**src/rtl/cspc_consts.vh**
```
// register offsets, field positions, reset values and divider figures
// for the card socket clock and power control block
// assumes inclusion by bare name from the design files
`ifndef CSPC_CONSTS_VH
`define CSPC_CONSTS_VH

// register byte offsets
`define CSPC_OFF_PWR_MGMT    12'h020
`define CSPC_OFF_SKT_CTRL    12'h010
`define CSPC_OFF_IRQ_STATUS  12'h040
`define CSPC_OFF_IRQ_MASK    12'h044

// socket power-management fields
`define CSPC_BIT_ACCESS      25
`define CSPC_BIT_MODE        24
`define CSPC_BIT_CTRL_EN     16
`define CSPC_BIT_SLOW_SEL    0

// socket control field holding the idle stop permit
`define CSPC_BIT_STOP_PERMIT 7

// interrupt status fields
`define CSPC_IRQ_ACCESS      0
`define CSPC_IRQ_MODE        1
`define CSPC_IRQ_W           2

// reset values
`define CSPC_RST_PWR_MGMT    32'h00000000
`define CSPC_RST_STOP_PERMIT 1'b0

// slow-clock divide factor
`define CSPC_SLOW_DIV        16

`endif

```
**src/rtl/cspc_clk_div.v**
```verilog
// card clock gate and divider: passes, stops or divides the card clock
// assumes sys_clk is the only clock; card_clk_en is a clock-enable strobe
`default_nettype none

module cspc_clk_div #(
  parameter DIV = 16
) (
  input  wire sys_clk,
  input  wire rst_n,
  input  wire run,
  input  wire slow,
  output reg  card_clk_en
);
  localparam CW = 5;
  reg [CW-1:0] count;

  // strobe every cycle when running, every DIV cycles when slow, never when stopped
  always @(posedge sys_clk) begin
    if (!rst_n) begin
      count       <= {CW{1'b0}};
      card_clk_en <= 1'b0;
    end else if (run) begin
      count       <= {CW{1'b0}};
      card_clk_en <= 1'b1;
    end else if (slow) begin
      if (count == DIV[CW-1:0] - 5'h01) begin
        count       <= {CW{1'b0}};
        card_clk_en <= 1'b1;
      end else begin
        count       <= count + 5'h01;
        card_clk_en <= 1'b0;
      end
    end else begin
      count       <= {CW{1'b0}};
      card_clk_en <= 1'b0;
    end
  end
endmodule

`default_nettype wire

```
**src/rtl/cspc_top.v**
```verilog
// card socket clock and power control: APB register slave plus idle clock
// policy that stops or slows the card clock when the socket is idle.
// assumes an APB master on sys_clk and synchronous socket status inputs.
`default_nettype none
`include "cspc_consts.vh"

module cspc_top #(
  parameter SLOW_DIV = `CSPC_SLOW_DIV
) (
  input  wire        sys_clk,
  input  wire        rst_n,
  input  wire        psel,
  input  wire        penable,
  input  wire        pwrite,
  input  wire [11:0] paddr,
  input  wire [31:0] pwdata,
  output reg  [31:0] prdata,
  output reg         pready,
  output reg         pslverr,
  input  wire        card_access,
  input  wire        socket_idle,
  input  wire        host_clk_stopping,
  output reg         card_clk_en,
  output reg         card_clk_stopped,
  output reg         card_clk_slowed,
  output reg         irq
);
  // idle clock states
  localparam ST_RUN  = 3'b001;
  localparam ST_STOP = 3'b010;
  localparam ST_SLOW = 3'b100;

  // register state
  reg        socket_access_flag;
  reg        clock_mode_changed_flag;
  reg        idle_clock_control_enable;
  reg        idle_clock_slow_select;
  reg        socket_idle_stop_permit;
  reg [`CSPC_IRQ_W-1:0] irq_status;
  reg [`CSPC_IRQ_W-1:0] irq_mask;
  reg [2:0]  state;
  reg [2:0]  next_state;
  reg [31:0] next_prdata;
  wire       div_en;

  // reset image of the power-management word, sliced per field below
  localparam [31:0] RST_PM = `CSPC_RST_PWR_MGMT;

  // address decode shared by read and write paths
  function is_reg;
    input [11:0] a;
    begin
      is_reg = (a == `CSPC_OFF_PWR_MGMT) || (a == `CSPC_OFF_SKT_CTRL) ||
               (a == `CSPC_OFF_IRQ_STATUS) || (a == `CSPC_OFF_IRQ_MASK);
    end
  endfunction

  // one-wait slave: answer in the second access cycle
  wire acc     = psel && penable && !pready;
  wire wr      = acc && pwrite && is_reg(paddr);
  wire rd      = acc && !pwrite && is_reg(paddr);
  wire rd_pm   = rd && (paddr == `CSPC_OFF_PWR_MGMT);
  wire wr_pm   = wr && (paddr == `CSPC_OFF_PWR_MGMT);
  wire wr_sc   = wr && (paddr == `CSPC_OFF_SKT_CTRL);
  wire wr_ist  = wr && (paddr == `CSPC_OFF_IRQ_STATUS);
  wire wr_imk  = wr && (paddr == `CSPC_OFF_IRQ_MASK);

  // stop or slow only allowed when the permit or the host clock agrees
  wire may_idle = socket_idle && (socket_idle_stop_permit || host_clk_stopping);
  // selection honoured only while enabled, else stop
  wire use_slow = idle_clock_control_enable && idle_clock_slow_select;

  // read mux; unused bits stay zero
  always @* begin
    next_prdata = 32'h00000000;
    case (paddr)
      `CSPC_OFF_PWR_MGMT: begin
        next_prdata[`CSPC_BIT_ACCESS]   = socket_access_flag;
        next_prdata[`CSPC_BIT_MODE]     = clock_mode_changed_flag;
        next_prdata[`CSPC_BIT_CTRL_EN]  = idle_clock_control_enable;
        next_prdata[`CSPC_BIT_SLOW_SEL] = idle_clock_slow_select;
      end
      `CSPC_OFF_SKT_CTRL: begin
        next_prdata[`CSPC_BIT_STOP_PERMIT] = socket_idle_stop_permit;
      end
      `CSPC_OFF_IRQ_STATUS: begin
        next_prdata[`CSPC_IRQ_W-1:0] = irq_status;
      end
      `CSPC_OFF_IRQ_MASK: begin
        next_prdata[`CSPC_IRQ_W-1:0] = irq_mask;
      end
      default: begin
        next_prdata = 32'h00000000;
      end
    endcase
  end

  // apb handshake and read data
  always @(posedge sys_clk) begin
    if (!rst_n) begin
      pready  <= 1'b0;
      pslverr <= 1'b0;
      prdata  <= 32'h00000000;
    end else begin
      pready  <= acc;
      pslverr <= acc && !is_reg(paddr); // unmapped address errors
      prdata  <= (acc && !pwrite) ? next_prdata : 32'h00000000;
    end
  end

  // control bits; reserved bits have no storage so writes vanish
  always @(posedge sys_clk) begin
    if (!rst_n) begin
      idle_clock_control_enable <= RST_PM[`CSPC_BIT_CTRL_EN];
      idle_clock_slow_select    <= RST_PM[`CSPC_BIT_SLOW_SEL];
      socket_idle_stop_permit   <= `CSPC_RST_STOP_PERMIT;
      irq_mask                  <= {`CSPC_IRQ_W{1'b0}};
    end else begin
      if (wr_pm) begin
        idle_clock_control_enable <= pwdata[`CSPC_BIT_CTRL_EN];
        idle_clock_slow_select    <= pwdata[`CSPC_BIT_SLOW_SEL];
      end
      if (wr_sc)
        socket_idle_stop_permit <= pwdata[`CSPC_BIT_STOP_PERMIT];
      if (wr_imk)
        irq_mask <= pwdata[`CSPC_IRQ_W-1:0];
    end
  end

  // access flag: a new access in the clearing read wins over the clear
  always @(posedge sys_clk) begin
    if (!rst_n)
      socket_access_flag <= 1'b0;
    else if (card_access)
      socket_access_flag <= 1'b1;
    else if (rd_pm)
      socket_access_flag <= 1'b0;
  end

  // idle clock state machine
  always @* begin
    case (state)
      ST_RUN: begin
        if (may_idle)
          next_state = use_slow ? ST_SLOW : ST_STOP;
        else
          next_state = ST_RUN;
      end
      ST_STOP, ST_SLOW: begin
        // leave idle on any access or when idle conditions lapse
        if (!may_idle || card_access)
          next_state = ST_RUN;
        else
          next_state = state;
      end
      default: begin
        next_state = ST_RUN;
      end
    endcase
  end

  always @(posedge sys_clk) begin
    if (!rst_n)
      state <= ST_RUN;
    else
      state <= next_state;
  end

  // mode flag follows the clock state, registered
  always @(posedge sys_clk) begin
    if (!rst_n) begin
      clock_mode_changed_flag <= 1'b0;
      card_clk_stopped        <= 1'b0;
      card_clk_slowed         <= 1'b0;
    end else begin
      clock_mode_changed_flag <= (next_state != ST_RUN);
      card_clk_stopped        <= (next_state == ST_STOP);
      card_clk_slowed         <= (next_state == ST_SLOW);
    end
  end

  // card clock enable strobe, divided by the slow factor only in ST_SLOW
  cspc_clk_div #(
    .DIV (SLOW_DIV)
  ) u_div (
    .sys_clk     (sys_clk),
    .rst_n       (rst_n),
    .run         (state == ST_RUN),
    .slow        (state == ST_SLOW),
    .card_clk_en (div_en)
  );

  always @(posedge sys_clk) begin
    if (!rst_n)
      card_clk_en <= 1'b0;
    else
      card_clk_en <= div_en;
  end

  // sticky interrupt status, write one to clear; a new event beats the clear
  wire mode_rise = (next_state != ST_RUN) && !clock_mode_changed_flag;
  wire [`CSPC_IRQ_W-1:0] ev = {mode_rise, card_access};
  always @(posedge sys_clk) begin
    if (!rst_n) begin
      irq_status <= {`CSPC_IRQ_W{1'b0}};
      irq <= 1'b0;
    end else begin
      irq_status <= ev | (irq_status & ~(wr_ist ? pwdata[`CSPC_IRQ_W-1:0] : 2'b00));
      irq <= |((ev | (irq_status & ~(wr_ist ? pwdata[`CSPC_IRQ_W-1:0] : 2'b00))) & irq_mask);
    end
  end

endmodule

`default_nettype wire

```
**config.mk**
```make
export PLATFORM = sky130hd
export DESIGN_NAME = cspc_top
export DESIGN_NICKNAME = d
export VERILOG_FILES = /design/src/rtl/cspc_clk_div.v /design/src/rtl/cspc_top.v
export VERILOG_INCLUDE_DIRS = /design/src /design/src/rtl
export SDC_FILE = /design/constraint.sdc
export NUM_CORES = 1
export LEC_CHECK = 0
export ABC_AREA = 1
export BUFFER_PORTS_ARGS = -buffer_cell sky130_fd_sc_hd__buf_4
export CAP_MARGIN = 20
export CORE_UTILIZATION = 26
export DETAILED_ROUTE_END_ITERATION = 6
export GPL_TIMING_DRIVEN = 0
export PLACE_DENSITY = 0.63
export SLEW_MARGIN = 15
export SYNTH_ARGS = -nofsm -noshare
export SYNTH_HDL_FRONTEND = slang
export SYNTH_SLANG_ARGS = --single-unit
```
**constraint.sdc**
```tcl
create_clock -name sys_clk -period 1.41 [get_ports sys_clk]
set_input_delay 0.282 -clock sys_clk [delete_from_list [all_inputs] [get_ports sys_clk]]
set_output_delay 0.282 -clock sys_clk [all_outputs]
set_load 0.1 [all_outputs]
```
; ---- After elaboration in Yosys (flattened, before gate mapping)
; Index checks and enable logic that the tools add are counted.
[op_classes]
addsub = 1
n_mul = 0
div_mod_pow = 0
order_cmp = 0
n_eq_ne = 11
shift = 0
muxes = 12
bitwise = 6
reduce_logical = 32
[ops]
columns = operator, n
row1 = $eq 12x7->1 const B, 2
row2 = $logic_and 1x1->1, 15
row3 = $eq 12x5->1 const B, 1
row4 = $eq 12x6->1 const B, 1
row5 = $mux 3, 3
row6 = $eq 3x2->1 const B, 2
row7 = $eq 3x3->1 const B, 2
row8 = $pmux 3 s2, 1
row9 = $reduce_and 3->1, 2
row10 = $add 5x1->5 const B, 1
row11 = $eq 5x4->1 const B, 1
row12 = $logic_not 1->1, 5
row13 = $logic_or 1x1->1, 5
row14 = $mux 1, 5
row15 = $and 2x2->2, 2
row16 = $reduce_or 2->1, 2
row17 = $reduce_or 4->1, 1
row18 = $eq 3x1->1 const B, 1
row19 = $ne 3x1->1 const B, 1
row20 = $pmux 1 s3, 1
row21 = $mux 2, 1
row22 = $not 1->1, 2
row23 = $not 2->2, 1
row24 = $or 2x2->2, 1
row25 = other kinds (3), 3
[word_totals]
reg_bits = 56
latchBits = 0
ram_bits = 0
rom_bits = 0
inputBits = 52
output_inout_bits = 38
word_cells = 82
mem_count = 0

; ---- Logic depth before layout (Yosys ltp)
; Gate-level depths: netlist of the first run.
[logic_depth]
word_depth = 12
mapped_depth = 11
depth_no_buf = 11

; ---- Cells and area by module
; A second synthesis of the first run with hierarchy kept.
[hier_totals]
cells_unflattened = 219
area_unflattened_um2 = 1596.5
[by_module_without_submodules]
columns = module, instances, cells_each, area_each_um2, seq_area_each_um2
row1 = cspc_top, 1, 188, 1355.0, 480.5
row2 = cspc_clk_div, 1, 31, 241.5, 120.1

; ---- Least setup slack after synthesis of the first run
; OpenSTA, ideal clock, no wires.
[synth_timing]
path_type = reg-to-reg
from = register pready
to = register idle_clock_control_enable
arrival_ps = 1569
setup_slack_ps = -271
path_stages_with_launch = 8
path_buffers = 0
cell_sequence = dfxtp_1 -> nor2_1 -> nand2_1 -> inv_1 -> nand3_2 -> nand2_1 -> nand2_1 -> nor2_1
[synth_between]
elab_chain_cells = 5
[synth_lines]
columns = element, line_no
row1 = start: declaration, cspc_top.v:18  ; output reg pready,
row2 = start signal: assignment, cspc_top.v:101  ; pready <= 1'b0;
row3 = start signal: assignment, cspc_top.v:105  ; pready <= acc;
row4 = $logic_not 1->1, cspc_top.v:59  ; wire acc = psel && penable && !pready;
row5 = $logic_and 1x1->1, cspc_top.v:59
row6 = $logic_and 1x1->1 (2 in a row), cspc_top.v:60  ; wire wr = acc && pwrite && is_reg(paddr);
row7 = $logic_and 1x1->1, cspc_top.v:63  ; wire wr_pm = wr && (paddr == `CSPC_OFF_PWR_MGMT);
row8 = end signal: assignment, cspc_top.v:114  ; idle_clock_control_enable <= RST_PM[`CSPC_BIT_CTRL_EN];
row9 = end signal: assignment, cspc_top.v:120  ; idle_clock_control_enable <= pwdata[`CSPC_BIT_CTRL_EN];
row10 = end: declaration, cspc_top.v:36  ; reg idle_clock_control_enable;
; Every way passes these cells.
; A chain may end at the register's enable or synchronous reset.

; ---- Worst setup path after layout of the first run
[layout_timing]
from = register u_div.count[0]
to = register u_div.count[2]
[layout_between]
elab_chain_cells = 2
word_cells_on_any_way = 3
cone_classes = add/sub (1) / eq/ne (1) / reduce/logical (1)
[layout_lines]
columns = element, line_no
row1 = start: declaration, cspc_clk_div.v:15  ; reg [CW-1:0] count;
row2 = start signal: assignment, cspc_clk_div.v:20  ; count <= {CW{1'b0}};
row3 = start signal: assignment, cspc_clk_div.v:23  ; count <= {CW{1'b0}};
row4 = start signal: assignment, cspc_clk_div.v:27  ; count <= {CW{1'b0}};
row5 = "parallel branches: the longest is 2 deep, another holds $add 5x1->5", n/a
; Parallel ways; which one is timed is not known.

==> flow_metrics.tcl, run 1 <==
set metrics [dict create \
    yosysMostFrequentCell "nand2_1" \
    synth_ff_type "dfxtp_1" \
    crit_fanout 4 \
    fin_hold_ws_ps 234.6 \
    cts_buffer_depth 2 \
    antenna_found_initial 0 \
    ir_drop_mv 0.4421 \
    n_antenna_cell 0 \
    synth_top_area_cell "dfxtp_1" \
    fmax_ghz 0.7871 \
    totalPowerFinal_uw 2177 \
    critPathLaunchType "register" \
    async_flop_share_pct 0 \
    final_core_util_pct 36.41 \
    die_h_um 80.46 \
    fp-row-count 28 \
    max_cap_viol_count 0 \
    grt_pass1_wl_um 4981 \
    status "complete, no violations" \
    synth_xor_area_share_pct 0 \
    synth_edf_count 0 \
    end_kind "register" \
    path_class "reg2reg" \
    worstHoldPathType "in2reg" \
    seq_area_um2 601.8 \
    port-buffer-count 34 \
    period_share_pct 90.10 \
    cts_htree_levels 2 \
    synthCells 213 \
    worstPathArrival_ps 1480 \
    skew_ps 6.328 \
    postRouteAntennaNets 0 \
    power.density_nw_per_um2 1010 \
    dp.final_hpwl_um 2457 \
    fin_ws_ps 139.6 \
    tritoncts "done" \
    fillCellCount 632 \
    wl_um 2967 \
    drtPass1Iterations 4 \
    cp_data_required_time_ps 1620 \
    synth_commonest_cells "nand2_1, nor2_1, dfxtp_1, inv_1, buf_4" \
    gr-total-overflow 0 \
    syn_area_um2 1600 \
    synth_fa_ha_area_share_pct 1.564 \
    first_global_vias 1236 \
    multi_input_comb_area_um2 775.7 \
    grt_max_degree 11 \
    synth_area_per_cell_um2 7.513 \
    yosysWarnings 0 \
    post-route-min-period_ps 1270 \
    drive_gt1_share_pct 34.29 \
    initial_core_util_pct 27.03 \
    fp.dieW_um 80.46 \
    synthDistinctLibCells 29 \
    pin_count 90 \
    final_nets 333 \
    ys_seq_area_share_pct 37.53 \
    clkSinkCount 30 \
    yosys.area_share.simple_pct 33.31 \
    p_leak_uw 0.001121 \
    netlist.area_leader.share_pct 37.53 \
    drt_drc_violations_left 0 \
    area_delta_synth_final_pct 34.71 \
    routabilityCongestion 0.7732 \
    clk-insertion-delay-late_ps 280 \
    synth_compound_gate_area_share_pct 6.489 \
    grt_util_all_layers_pct 10.13 \
    first_iter_violations 69 \
    report.final.slew_viol_count 0 \
    hold_viol 0 \
    clk_pin_slew_ps 60 \
    vias_per_cell 3.820 \
    vias 1356 \
    ys_ff_latch 30 \
    pre_cts_ws_ps 30.46 \
    synth_top_family_by_area "simple AND/OR/NAND/NOR gates" \
    dieArea_um2 6473 \
    numCtsBuffers 5 \
    synthTopCellsByArea "dfxtp_1, buf_4, nand2_1" \
    cts_hold_buf 0 \
    synth_mux_area_share_pct 0 \
    wl_per_cell_um 8.358 \
    cts-root-buf "clkbuf_8" \
    finalSetupViolCount 0 \
    core_area_um2 5921 \
]
## metal layers
layer	GRT usage (%)	wire, um	up-vias
met1	11.07	1252	571
met3	3.523	230	8
met2	17.20	1391	40
met5	0	0	-
met4	5.179	93	0
li1	-	-	737
## kinds of logic (layout without fill, tap and decap cells)
| family | Yosys count | after routing |
|---|---|---|
| AND/OR/NAND/NOR | 100 | 100 |
| buffers and inverters | 61 | 103 |
| flip-flops | 30 | 30 |
| AO/OA/AOI/OAI | 19 | 19 |
| adder cells (fa/ha/maj) | 2 | 2 |
| other | 1 | 26 |
## metrics by stage
stage,instances,TNS (ps),cell area (um2)
finish,355,0,2156
CTS,355,0,2140
global route,355,-12.85,2156
detailed placement,347,0,2044
global placement,347,0,2044
floorplan,238,0,1695
## layout make-up
type / count / area share, %
multi-input combinational: 147 / 35.98
sequential: 30 / 27.92
timing repair buffer: 34 / 11.84
buffer: 28 / 9.750
inverter: 33 / 5.746
tap: 75 / 4.353
clock buffer: 6 / 3.831
clock inverter: 2 / 0.5804
## flip-flops by register name, summed over array words and instances, names as in the netlist, 2 cells and up
signal	cells
irq_mask	2
irq_status	2
prdata	6
u_div.count	5
state	3
## power by group
part / total, uW / switching [uW] / internal, uW / leakage [uW]
Sequential: 886 / 13.9 / 873 / 0.000244
Clock: 711 / 320 / 391 / 0.0000472
Combinational: 579 / 446 / 133 / 0.000829
Total: 2180 / 780 / 1400 / 0.00112
## final timing paths
| kind | depth (start not counted) | slack, ps | from | to |
|---|---|---|---|---|
| max | 7 | 140 | u_div.count[0] | u_div.count[2] |
| min | 3 | 230 | rst_n | card_clk_en |
| max reg2reg | 7 | 140 | u_div.count[0] | u_div.count[2] |
| min reg2reg | 2 | 420 | u_div.card_clk_en | card_clk_en |
## cells in the final DEF (no fill, tap or decap), types with 2 or more instances in the layout
cell type and count:
conb_1 26, nand3_2 3, nand4_1 2, clkbuf_8 6
inv_2 4, o21ai_1 2, nand2_4 3, ha_1 2
nand2_1 32, nand2_2 4, a21oi_1 12, nand3_1 13
dfxtp_1 29, o21ai_0 2, buf_4 60, nor2_4 5
inv_1 29, nor2_1 30, nor2_2 2
## worst max-delay path: stages, from the launching register on
cell and delay (ps):
dfxtp_1 320, ha_1 210, nand2_1 70, nor2_1 40
ha_1 190, nor2_2 120, nand2_2 100, nor3b_2 160
## repair_timing
item	4_1_cts	5_1_grt
setup endpoints to repair	0	4
resized for setup	0	4
setup buffers	0	0
No activity file was read; power rests on OpenSTA's default activity.
==> run 2, diff against run 1 <==
Settings changed: CORE_MARGIN set to 2, PLACE_DENSITY 0.63 to not set, PLACE_DENSITY_LB_ADDON set to 0.12.
==> run 2 against run 1 <==
  * Fmax shrank 2.9%
  * Die area grew 5.0%
  * First-iteration DRC count fell by 41%
  * Critical path type unchanged
==> flow_metrics.tcl, run 2 (synthesis gave the netlist of run 1 again) <==
set metrics [dict create \
    max_cap_viol_count 0 \
    fmax_ghz 0.7642 \
    vias 1323 \
    critPathLaunchType "register" \
    pre_cts_ws_ps 27.24 \
    numCtsBuffers 5 \
    largest_reg_flops 6 \
    die_h_um 82.46 \
    final_common_cell "buf_4" \
    antenna_found_initial 0 \
    path_class "reg2reg" \
    post-route-min-period_ps 1309 \
    fin_ws_ps 101.5 \
    clk-insertion-delay-late_ps 280 \
    drtPass1Iterations 4 \
    period_share_pct 92.80 \
    tritoncts "done" \
    fp-row-count 28 \
    area_delta_synth_final_pct 34.09 \
    routabilityCongestion 0.7417 \
    worstPathArrival_ps 1520 \
    first_iter_violations 41 \
    post_cts_buffers 0 \
    postRouteAntennaNets 0 \
    wl_per_cell_um 8.713 \
    end_kind "register" \
    totalPowerFinal_uw 2166 \
    wl_um 3093 \
    report.final.slew_viol_count 0 \
    dieArea_um2 6799 \
    fp.dieW_um 82.46 \
    grt_max_degree 11 \
    reg_top3 "prdata x6, u_div.count x5, state x3" \
    clk_pin_slew_ps 60 \
    core_area_um2 5921 \
    clkSinkCount 30 \
    initial_core_util_pct 27.03 \
    finalSetupViolCount 0 \
    drt_drc_violations_left 0 \
    finalSetupTns_ps 0 \
    skew_ps 4.357 \
    final_cell_mix "buf_4, nand2_1, nor2_1, inv_1, dfxtp_1" \
    power.density_nw_per_um2 1009 \
    largest-register "prdata" \
    grt_pass1_wl_um 5257 \
    crit_fanout 4 \
    worstHoldPathType "in2reg" \
    fin_hold_ws_ps 238.4 \
    cts_buffer_depth 2 \
    n_antenna_cell 0 \
    grt_util_all_layers_pct 10.16 \
    dp.final_hpwl_um 2564 \
    port-buffer-count 34 \
    first_global_vias 1229 \
    cp_data_required_time_ps 1620 \
    final_nets 333 \
    hold_viol 0 \
    fillCellCount 628 \
    ir_drop_mv 0.3944 \
    vias_per_cell 3.727 \
    status "complete, no violations" \
    cts_htree_levels 2 \
    pin_count 90 \
    p_leak_uw 0.001121 \
    gr-total-overflow 0 \
    cts-root-buf "clkbuf_8" \
    drive_gt1_share_pct 33.93 \
]
## run 2: cell types whose count changed in the layout (fill, tap and decap cells not counted), sizes merged
cell	delta
clkbuf	+1
clkinvlp	-1
## run 2: what timing repair did
| item | CTS | global route |
|---|---|---|
| setup endpoints to repair | 0 | 5 |
| resized for setup | 0 | 3 |
| hold buffers | 0 | 0 |
## run 2: area by class of cell
| cell class | instances | area (um2) | share of cell area (%) |
|---|---|---|---|
| inverter | 33 | 123.9 | 5.773 |
| tap | 75 | 93.84 | 4.373 |
| multi-input combinational | 147 | 769.5 | 35.86 |
| clock buffer | 7 | 86.33 | 4.023 |
| timing repair buffer | 34 | 255.2 | 11.90 |
| clock inverter | 1 | 5.005 | 0.2332 |
| buffer | 28 | 210.2 | 9.796 |
| sequential | 30 | 601.8 | 28.05 |
## run 2: per-stage QoR
| stage | cells | instance area, um2 | util, % |
|---|---|---|---|
| 2_1_floorplan | 238 | 1695 | - |
| 3_3_place_gp | 347 | 2044 | 34.53 |
| 6_report | 355 | 2146 | 36.24 |
| 4_1_cts | 355 | 2136 | 36.07 |
| 3_5_place_dp | 347 | 2044 | 34.53 |
| 5_1_grt | 355 | 2146 | 36.24 |
## run 2: layer usage
layer | vias up | share of wire (%) | track usage, %
met5 | - | 0 | 0
met4 | 0 | 1.5 | 3.500
met3 | 5 | 7.5 | 3.370
met2 | 40 | 44 | 15.73
met1 | 544 | 47 | 13.17
li1 | 734 | - | -
## run 2: report_power, final
part | leakage [uW] | switching (uW) | internal, uW
Clock | 0.0000482 | 310 | 393
Combinational | 0.000829 | 445 | 133
Sequential | 0.000244 | 12.8 | 873
Total | 0.00112 | 768 | 1400
## run 2: final timing paths
path,from,endpoint,slack (ps),cells past startpoint
worst min-delay path,pwdata[16],idle_clock_control_enable,240,3
worst max register to register,u_div.count[0],u_div.count[2],100,7
worst max-delay path,u_div.count[0],u_div.count[2],100,7
worst min register to register,u_div.card_clk_en,card_clk_en,430,2
## run 2: critical path, cell delays in order (launching register included)
cell     delay [ps]
dfxtp_1         320
ha_1            220
nand2_1          80
nor2_1           50
ha_1            190
nor2_2          120
nand2_2         100
nor3b_2         170
